$ cat src/hw/lswitch_pkg.sv
// Constants, states and register map of the load switch sequencer
package lswitch_pkg;

   // Clock and interval figures
   localparam int unsigned CLK_PERIOD_PS = 5000;
   localparam int unsigned DEBOUNCE_US   = 50000;
   localparam int unsigned BBM_US        = 50000;
   localparam int unsigned SOFT_START_US = 800;
   localparam int unsigned LDELAY_US     = 200;

   // Least times round up, the longest time rounds down
   localparam int unsigned DEBOUNCE_CYC = 32'((64'(DEBOUNCE_US) *
      64'd1000000 + 64'(CLK_PERIOD_PS) - 64'd1) / 64'(CLK_PERIOD_PS));
   localparam int unsigned BBM_CYC = 32'((64'(BBM_US) * 64'd1000000 +
      64'(CLK_PERIOD_PS) - 64'd1) / 64'(CLK_PERIOD_PS));
   localparam int unsigned SOFT_CYC = 32'((64'(SOFT_START_US) *
      64'd1000000 + 64'(CLK_PERIOD_PS) - 64'd1) / 64'(CLK_PERIOD_PS));
   localparam int unsigned LDELAY_CYC = 32'((64'(LDELAY_US) *
      64'd1000000) / 64'(CLK_PERIOD_PS));

   // Timer width
   localparam int unsigned TIMER_W = 24;

   // Register map, byte addresses
   localparam logic [7:0] CTRL_ADDR   = 8'h00;
   localparam logic [7:0] STATUS_ADDR = 8'h04;

   // Control fields and reset value
   localparam int unsigned CTRL_MODE_BIT = 0;
   localparam int unsigned CTRL_HOLD_BIT = 1;
   localparam logic [1:0]  CTRL_RESET    = 2'h0;

   // Status fields
   localparam int unsigned ST_STATE_LSB  = 0;
   localparam int unsigned ST_OTG_BIT    = 3;
   localparam int unsigned ST_INOK_BIT   = 4;
   localparam int unsigned ST_OUTOK_BIT  = 5;
   localparam int unsigned ST_FAULT_BIT  = 6;
   localparam int unsigned ST_AVAIL_BIT  = 7;

   // Sequencer states
   typedef enum logic [2:0] {
      ST_STANDBY = 3'h0,
      ST_LDELAY  = 3'h1,
      ST_BBM     = 3'h2,
      ST_SOFT    = 3'h3,
      ST_ON      = 3'h4,
      ST_FAULT   = 3'h5
   } seq_state_e;

endpackage

$ cat src/hw/interval_timer.sv
// Restartable interval counter that flags expiry
`timescale 1ns/1ps
module interval_timer #(
   parameter int unsigned W = 24
) (
   // Clock and reset
   input  wire logic         clk,
   input  wire logic         reset,
   // Control
   input  wire logic         run,
   input  wire logic [W-1:0] limit,
   // Result
   output logic              done_q
);

   logic [W-1:0] count_q;

   // Counts while run holds, restarts from zero when it drops
   always_ff @(posedge clk or posedge reset) begin
      if (reset) begin
         count_q <= '0;
         done_q  <= 1'b0;
      end else if (!run) begin
         count_q <= '0;
         done_q  <= 1'b0;
      end else begin
         if (count_q != limit) begin
            count_q <= count_q + W'(1);
         end
         done_q <= (count_q >= limit - W'(1));
      end
   end

endmodule

$ cat src/hw/dual_input_load_switch_sequencer.sv
// Sequencer of a two-input bidirectional power load switch
//
// Added by the designer: the APB register port and the register addresses.
`timescale 1ns/1ps
module dual_input_load_switch_sequencer
   import lswitch_pkg::*;
#(
   parameter int unsigned DEBOUNCE_CYCLES = lswitch_pkg::DEBOUNCE_CYC,
   parameter int unsigned BBM_CYCLES      = lswitch_pkg::BBM_CYC,
   parameter int unsigned SOFT_CYCLES     = lswitch_pkg::SOFT_CYC,
   parameter int unsigned LDELAY_CYCLES   = lswitch_pkg::LDELAY_CYC
) (
   // Clock and reset
   input  wire logic        clk,
   input  wire logic        reset,
   // APB slave
   input  wire logic        psel,
   input  wire logic        penable,
   input  wire logic        pwrite,
   input  wire logic [7:0]  paddr,
   input  wire logic [31:0] pwdata,
   output logic [31:0]      prdata,
   output logic             pready,
   output logic             pslverr,
   // Analog comparator results
   input  wire logic        wired_power_input_ok,
   input  wire logic        ovp_high_trip,
   input  wire logic        ovp_low_trip,
   input  wire logic        output_ok,
   input  wire logic        over_temp,
   // Logic pins
   input  wire logic        overvoltage_threshold_select,
   input  wire logic        switch_enable_n,
   input  wire logic        flag_in,
   output logic             flag_out,
   output logic             flag_oe_n,
   input  wire logic        receiver_dc_enable_in,
   output logic             receiver_dc_enable_out,
   output logic             receiver_dc_enable_oe_n,
   output logic             charger_good_output_out,
   output logic             charger_good_output_oe_n,
   // Power stage controls
   output logic             switch_forward,
   output logic             switch_otg,
   output logic             soft_start_ramp,
   output logic             output_discharge,
   output logic             fault
);

   // Refuse counts that the timers cannot hold
   if (DEBOUNCE_CYCLES == 0 || BBM_CYCLES == 0 || SOFT_CYCLES == 0 ||
       LDELAY_CYCLES == 0 || DEBOUNCE_CYCLES >= (1 << TIMER_W) ||
       BBM_CYCLES >= (1 << TIMER_W) || SOFT_CYCLES >= (1 << TIMER_W) ||
       LDELAY_CYCLES >= (1 << TIMER_W)) begin : g_bad_count
      $error("interval counts must lie between 1 and timer range");
   end

   localparam int unsigned NSYNC = 9;

   // Pin synchronisers and filtered levels
   logic [NSYNC-1:0] sync1_q;
   logic [NSYNC-1:0] sync2_q;
   logic [NSYNC-1:0] sync3_q;
   logic [NSYNC-1:0] pin_q;
   wire  [NSYNC-1:0] pin_raw;

   // Sequencer state and control registers
   seq_state_e  state_q;
   seq_state_e  state_d;
   logic        dir_otg_q;
   logic        dir_otg_d;
   logic [1:0]  ctrl_q;
   logic        flag_armed_q;

   // Output registers
   logic [31:0] prdata_q;
   logic        pready_q;
   logic        pslverr_q;
   logic        flag_oe_n_q;
   logic        rx_oe_n_q;
   logic        chg_oe_n_q;
   logic        fwd_q;
   logic        otg_q;
   logic        soft_q;
   logic        dis_q;
   logic        fault_q;

   // Timer results
   logic        deb_done;
   logic        bbm_done;
   logic        soft_done;
   logic        ld_done;

   assign pin_raw = {over_temp, output_ok, ovp_low_trip, ovp_high_trip,
                     wired_power_input_ok, overvoltage_threshold_select,
                     switch_enable_n, flag_in, receiver_dc_enable_in};

   // Three-stage synchronisers; a level counts once stages two and
   // three agree
   always_ff @(posedge clk or posedge reset) begin
      if (reset) begin
         sync1_q <= '0;
         sync2_q <= '0;
         sync3_q <= '0;
         pin_q   <= '0;
      end else begin
         sync1_q <= pin_raw;
         sync2_q <= sync1_q;
         sync3_q <= sync2_q;
         pin_q   <= (sync2_q & sync3_q) | (pin_q & (sync2_q | sync3_q));
      end
   end

   // Named filtered levels
   wire rx_hi_s   = pin_q[0];
   wire flag_hi_s = pin_q[1];
   wire en_n_s    = pin_q[2];
   wire vsel_s    = pin_q[3];
   wire in_ok_s   = pin_q[4];
   wire ovph_s    = pin_q[5];
   wire ovpl_s    = pin_q[6];
   wire out_ok_s  = pin_q[7];
   wire ot_s      = pin_q[8];

   // Mode and software hold
   wire auto_mode = ctrl_q[CTRL_MODE_BIT];
   wire hold_off  = ctrl_q[CTRL_HOLD_BIT];

   // Threshold select grounded picks the higher trip point
   wire ovp_s    = vsel_s ? ovpl_s : ovph_s;
   wire fault_w  = ovp_s | ot_s;

   // Input validity: debounced, output side taken directly
   wire in_ok     = deb_done;
   wire otg_avail = !in_ok_s && out_ok_s;

   // Forward request: system enable in slave, input alone in
   // autonomous mode
   wire fwd_req = !hold_off && in_ok &&
                  (auto_mode || !en_n_s);

   // OTG request: enable low in slave, flag pulled low in autonomous
   wire otg_slave = !auto_mode && !en_n_s && otg_avail;
   wire otg_auto  = auto_mode && otg_avail && flag_armed_q &&
                    !flag_hi_s;
   wire otg_req   = !hold_off && (otg_slave || otg_auto);

   // Request of the direction in progress
   wire cur_req = dir_otg_q ? otg_req : fwd_req;

   // Break-before-make counts only while the receiver line is high
   wire bbm_run = (state_q == ST_BBM) && rx_hi_s;

   // Interval timers
   interval_timer #(.W(TIMER_W)) u_debounce (
      .clk    (clk),
      .reset  (reset),
      .run    (in_ok_s && !ovp_s),
      .limit  (TIMER_W'(DEBOUNCE_CYCLES)),
      .done_q (deb_done)
   );

   interval_timer #(.W(TIMER_W)) u_bbm (
      .clk    (clk),
      .reset  (reset),
      .run    (bbm_run),
      .limit  (TIMER_W'(BBM_CYCLES)),
      .done_q (bbm_done)
   );

   interval_timer #(.W(TIMER_W)) u_soft (
      .clk    (clk),
      .reset  (reset),
      .run    (state_q == ST_SOFT),
      .limit  (TIMER_W'(SOFT_CYCLES)),
      .done_q (soft_done)
   );

   interval_timer #(.W(TIMER_W)) u_ldelay (
      .clk    (clk),
      .reset  (reset),
      .run    (state_q == ST_LDELAY),
      .limit  (TIMER_W'(LDELAY_CYCLES)),
      .done_q (ld_done)
   );

   // Next state of the sequencer
   always_comb begin
      state_d   = state_q;
      dir_otg_d = dir_otg_q;
      case (state_q)
         ST_STANDBY: begin
            if (fwd_req) begin
               dir_otg_d = 1'b0;
               if (auto_mode) begin
                  state_d = ST_BBM;
               end else begin
                  state_d = ST_LDELAY;
               end
            end else if (otg_req) begin
               dir_otg_d = 1'b1;
               state_d   = ST_LDELAY;
            end
         end
         ST_LDELAY: begin
            if (!cur_req) begin
               state_d = ST_STANDBY;
            end else if (ld_done) begin
               state_d = ST_SOFT;
            end
         end
         ST_BBM: begin
            if (!cur_req) begin
               state_d = ST_STANDBY;
            end else if (bbm_done) begin
               state_d = ST_SOFT;
            end
         end
         ST_SOFT: begin
            if (!cur_req) begin
               state_d = ST_STANDBY;
            end else if (soft_done) begin
               state_d = ST_ON;
            end
         end
         ST_ON: begin
            if (!cur_req) begin
               state_d = ST_STANDBY;
            end
         end
         ST_FAULT: begin
            if (!fault_w) begin
               state_d = ST_STANDBY;
            end
         end
         default: begin
            state_d = ST_STANDBY;
         end
      endcase
      if (fault_w) begin
         state_d = ST_FAULT;
      end
   end

   // State and direction registers
   always_ff @(posedge clk or posedge reset) begin
      if (reset) begin
         state_q   <= ST_STANDBY;
         dir_otg_q <= 1'b0;
      end else begin
         state_q   <= state_d;
         dir_otg_q <= dir_otg_d;
      end
   end

   // In autonomous mode the flag pull-down is released only when OTG may start; the low
   // level is accepted only after the pin has been seen high
   always_ff @(posedge clk or posedge reset) begin
      if (reset) begin
         flag_armed_q <= 1'b0;
      end else if (!auto_mode || !otg_avail || fault_w) begin
         flag_armed_q <= 1'b0;
      end else if (flag_oe_n_q && flag_hi_s) begin
         flag_armed_q <= 1'b1;
      end
   end

   // Conduction state decoded from the sequencer
   wire conducting = (state_q == ST_SOFT) || (state_q == ST_ON);

   // Power stage and pin drivers
   always_ff @(posedge clk or posedge reset) begin
      if (reset) begin
         fwd_q       <= 1'b0;
         otg_q       <= 1'b0;
         soft_q      <= 1'b0;
         dis_q       <= 1'b0;
         fault_q     <= 1'b0;
         flag_oe_n_q <= 1'b1;
         rx_oe_n_q   <= 1'b1;
         chg_oe_n_q  <= 1'b1;
      end else begin
         fwd_q       <= conducting && !dir_otg_q;
         otg_q       <= conducting && dir_otg_q;
         soft_q      <= (state_q == ST_SOFT) && !soft_done;
         dis_q       <= (state_q == ST_BBM);
         fault_q     <= (state_q == ST_FAULT);
         flag_oe_n_q <= !(auto_mode && !otg_avail);
         rx_oe_n_q   <= !(auto_mode && !in_ok);
         chg_oe_n_q  <= !in_ok;
      end
   end

   // APB decode
   wire apb_access = psel && penable;
   wire addr_ctrl  = (paddr == CTRL_ADDR);
   wire addr_stat  = (paddr == STATUS_ADDR);
   wire addr_ok    = addr_ctrl || addr_stat;
   wire apb_take   = apb_access && pready_q;

   // Status word from live block state
   wire [31:0] status_w = {24'h0, otg_avail, fault_q, out_ok_s, in_ok,
                           dir_otg_q, state_q};
   wire [31:0] rd_w     = addr_ctrl ? {30'h0, ctrl_q} :
                          addr_stat ? status_w : 32'h0;

   // APB answer: pready one cycle into the access phase
   always_ff @(posedge clk or posedge reset) begin
      if (reset) begin
         pready_q  <= 1'b0;
         pslverr_q <= 1'b0;
         prdata_q  <= 32'h0;
      end else begin
         pready_q  <= apb_access && !pready_q;
         pslverr_q <= apb_access && !pready_q && !addr_ok;
         prdata_q  <= (apb_access && !pready_q && !pwrite) ? rd_w : 32'h0;
      end
   end

   // Control register write at the completing edge
   always_ff @(posedge clk or posedge reset) begin
      if (reset) begin
         ctrl_q <= CTRL_RESET;
      end else if (apb_take && pwrite && addr_ctrl) begin
         ctrl_q <= pwdata[1:0];
      end
   end

   // Output port wiring, each from a flip-flop except the three pin data outputs, which are tied low
   assign prdata                   = prdata_q;
   assign pready                   = pready_q;
   assign pslverr                  = pslverr_q;
   assign flag_out                 = 1'b0;
   assign flag_oe_n                = flag_oe_n_q;
   assign receiver_dc_enable_out   = 1'b0;
   assign receiver_dc_enable_oe_n  = rx_oe_n_q;
   assign charger_good_output_out  = 1'b0;
   assign charger_good_output_oe_n = chg_oe_n_q;
   assign switch_forward           = fwd_q;
   assign switch_otg               = otg_q;
   assign soft_start_ramp          = soft_q;
   assign output_discharge         = dis_q;
   assign fault                    = fault_q;

endmodule

$ cat config.mk
export PLATFORM = sky130hd
export DESIGN_NAME = dual_input_load_switch_sequencer
export DESIGN_NICKNAME = d
export VERILOG_FILES = /design/src/hw/lswitch_pkg.sv /design/src/hw/interval_timer.sv /design/src/hw/dual_input_load_switch_sequencer.sv
export SDC_FILE = /design/constraint.sdc
export NUM_CORES = 1
export LEC_CHECK = 0
export ABC_AREA = 1
export BUFFER_PORTS_ARGS = -buffer_cell sky130_fd_sc_hd__buf_2
export CAP_MARGIN = 20
export CORE_MARGIN = 4
export CORE_UTILIZATION = 59
export DETAILED_ROUTE_END_ITERATION = 12
export HOLD_SLACK_MARGIN = 0.08
export PLACE_DENSITY = 0.81
export SETUP_SLACK_MARGIN = 0.15
export SYNTH_ARGS = -nofsm -noshare
export SYNTH_HDL_FRONTEND = slang
export SYNTH_SLANG_ARGS = --single-unit
$ cat constraint.sdc
create_clock -name clk -period 5.1 [get_ports clk]
set_input_delay 0.255 -clock clk [delete_from_list [all_inputs] [get_ports clk]]
set_output_delay 0.255 -clock clk [all_outputs]
set_load 0.03 [all_outputs]
==> impl_metrics.tcl <==
set metrics [dict create \
    path_class "flip-flop to flip-flop" \
    whs_ps 93.5 \
    hold_violations 0 \
    rsz0062_at_grt "false" \
    maxCapViolCount 0 \
    slowest_stage "inv_1" \
    grtUsageTotal 0.223 \
    grt_pass1_vias 6434 \
    r2r_setup_slack_ps 3080 \
    worstHoldPathCells 3 \
    final_antenna_net_count 0 \
    grt_pass1_wl_um 29400 \
    post-cts-setup-buffers 0 \
    clockRootBuffer "clkbuf_16" \
    yosysSeqAreaShare 0.485 \
    critPathLaunchType "flip-flop" \
    n_antenna_cell 0 \
    die_h_um 127 \
    cpLargestDelayFamily "buffers and inverters" \
    crit_buf_inv 2 \
    gp_congestion 0.907 \
    yosys.area.top_type "dfrtp_1" \
    clock.fmax_ghz 0.496 \
    postPlaceCellArea_mm2 0.00861 \
    max_stage_delay_ps 590 \
    antenna_found_initial 0 \
    endpoint_kind "flip-flop" \
    cts_sinks 161 \
    wl_um 17100 \
    r2r_cells 5 \
    holdPathEnd "pready" \
    die_x_um 127 \
    area_growth_pct 12.1 \
    first_pass_iters 6 \
    powerDensity_mw_per_mm2 301 \
    path_clk_slew_ps 60 \
    viasPerCell 5.32 \
    fin_nets 1147 \
    power_uw 2810 \
    io-pin-count 99 \
    ctsHtreeMaxLevel 4 \
    synthArstFlopShare 1.00 \
    clock_path_buffers 2 \
    port_buffers 41 \
    grt_max_degree 110 \
    maxSlewViolCount 0 \
    vias 6796 \
    clk_latency_ps 430 \
    min_path_type "input port to flip-flop" \
    hold_buffers 11 \
    tns_ps 0 \
    drive_gt1_frac 0.128 \
    initialDrtViolationCount 565 \
    hp-start "psel" \
    worstMarginPinSlew_ps 964 \
    syn_inst 1022 \
    yosysMostFrequentCell "nand2_1" \
    dieArea_mm2 0.0161 \
    layout_worst_path_cycle_share 0.396 \
    maxSlewHeadroom 0.357 \
    ys_top_cells_by_area "dfrtp_1, nand2_1, nor2_1" \
    postLayoutCoreUtil 0.674 \
    arrival_ps 2360 \
    fin_crit_ps 2020 \
    fp-row-count 43 \
    path_cells "inv_2, nand3_1, inv_1, o21ai_0, a21oi_1" \
    synth_ff_type "dfrtp_1" \
    ir_drop_mv 0.309 \
    required_ps 5440 \
    p_leak_uw 0.00419 \
    r2r-end "u_soft.count_q[11]" \
    ys_ff_latch 161 \
    cts_tree "done" \
    clock_skew_ps 9.65 \
    netlist_area_mm2 0.00832 \
    cts_buffers 17 \
    ys_top_cells_by_count "nand2_1, dfrtp_1, nor2_1" \
    hpwl_um 12100 \
    synth_top_area_share 0.475 \
    outcome "completed" \
    coreArea_mm2 0.0138 \
    drc 0 \
    stdcell_area_mm2 0.00932 \
    num-fill-cells 1120 \
    r2r-start "state_q[2]" \
    synth_edf_count 0 \
    gr-total-overflow 0 \
    cts.repair.resized 0 \
    start_util 0.601 \
    path_max_fanout 16 \
    setup_viol 0 \
    synth.avg_cell_area_um2 8.14 \
    ys_types 48 \
    yosysWarningCount 0 \
    wl_per_cell_um 13.4 \
]
==> stage by stage <==
step,setup WS (ps),instances
2_1_floorplan,502,1048
3_3_place_gp,3140,1235
3_5_place_dp,3100,1235
4_1_cts,3030,1278
5_1_grt,2870,1278
6_report,3080,1278
==> registers in the layout, summed over array words and instances, names as in the netlist, 2 cells and up <==
signal,count
state_q,3
ctrl_q,2
u_soft.count_q,24
sync2_q,9
u_debounce.count_q,24
sync1_q,9
sync3_q,9
u_bbm.count_q,24
u_ldelay.count_q,24
prdata,8
pin_q,9
==> layout by cell type (no fill, tap or decap), types with 41 or more instances in the layout <==
cell	Yosys	layout
buf_2	3	41
dfrtp_1	158	158
a21oi_1	54	54
inv_1	121	120
o21ai_0	42	42
nor3_1	45	45
nor2_1	146	146
nand3_1	75	75
nand2_1	194	194
==> how the worst max path moves through the flow <==
stage / depth (start not counted) / slack, ps / start / end
5_1_grt: 5 / 2870 / state_q[2] / u_soft.count_q[7]
3_5_place_dp: 5 / 3100 / state_q[2] / u_soft.count_q[11]
2_1_floorplan: 1 / 500 / reset / ctrl_q[0]
4_1_cts: 5 / 3030 / state_q[2] / u_soft.count_q[11]
6_report: 5 / 3080 / state_q[2] / u_soft.count_q[11]
3_3_place_gp: 5 / 3140 / state_q[2] / u_soft.count_q[22]
==> logic make-up (layout without fill, tap and decap cells) <==
kind of cell / Yosys count / after routing / share of synthesized area
XOR/XNOR: 19 / 19 / 0.0200
adder cells (fa/ha/maj): 17 / 17 / 0.0229
AO/OA/AOI/OAI: 111 / 111 / 0.0704
buffers and inverters: 168 / 218 / 0.0906
other: 1 / 27 / 0.000451
flip-flops: 161 / 161 / 0.485
AND/OR/NAND/NOR: 545 / 545 / 0.311
==> worst reg2reg max path: cells and delay by family (launching register included) <==
kind	cells	cell delay, ps
AND/OR/NAND/NOR	1	450
flip-flops	1	410
AO/OA/AOI/OAI	2	360
buffers and inverters	2	710
==> metal layers <==
layer / share of wire / vias up / GRT usage
li1: - / 3390 / -
met1: 0.44 / 3226 / 0.295
met2: 0.50 / 151 / 0.368
met3: 0.043 / 29 / 0.0501
met4: 0.015 / 0 / 0.0707
met5: 0 / - / 0
==> report_power, final <==
part           leakage [uW]  internal [uW]  switching (uW)
Sequential          0.00213           1310            22.3
Clock              0.000301            779             532
Combinational       0.00176           42.7             123
==> area by class of cell <==
type	count	area (um2)	share of cell area
multi-input combinational	719	3630	0.389
clock buffer	18	429	0.0460
timing repair buffer	54	330	0.0354
sequential	161	4030	0.433
clock inverter	14	178	0.0191
inverter	132	500	0.0537
tap	180	225	0.0242
Note: power is estimated with default switching activity, not from simulation.
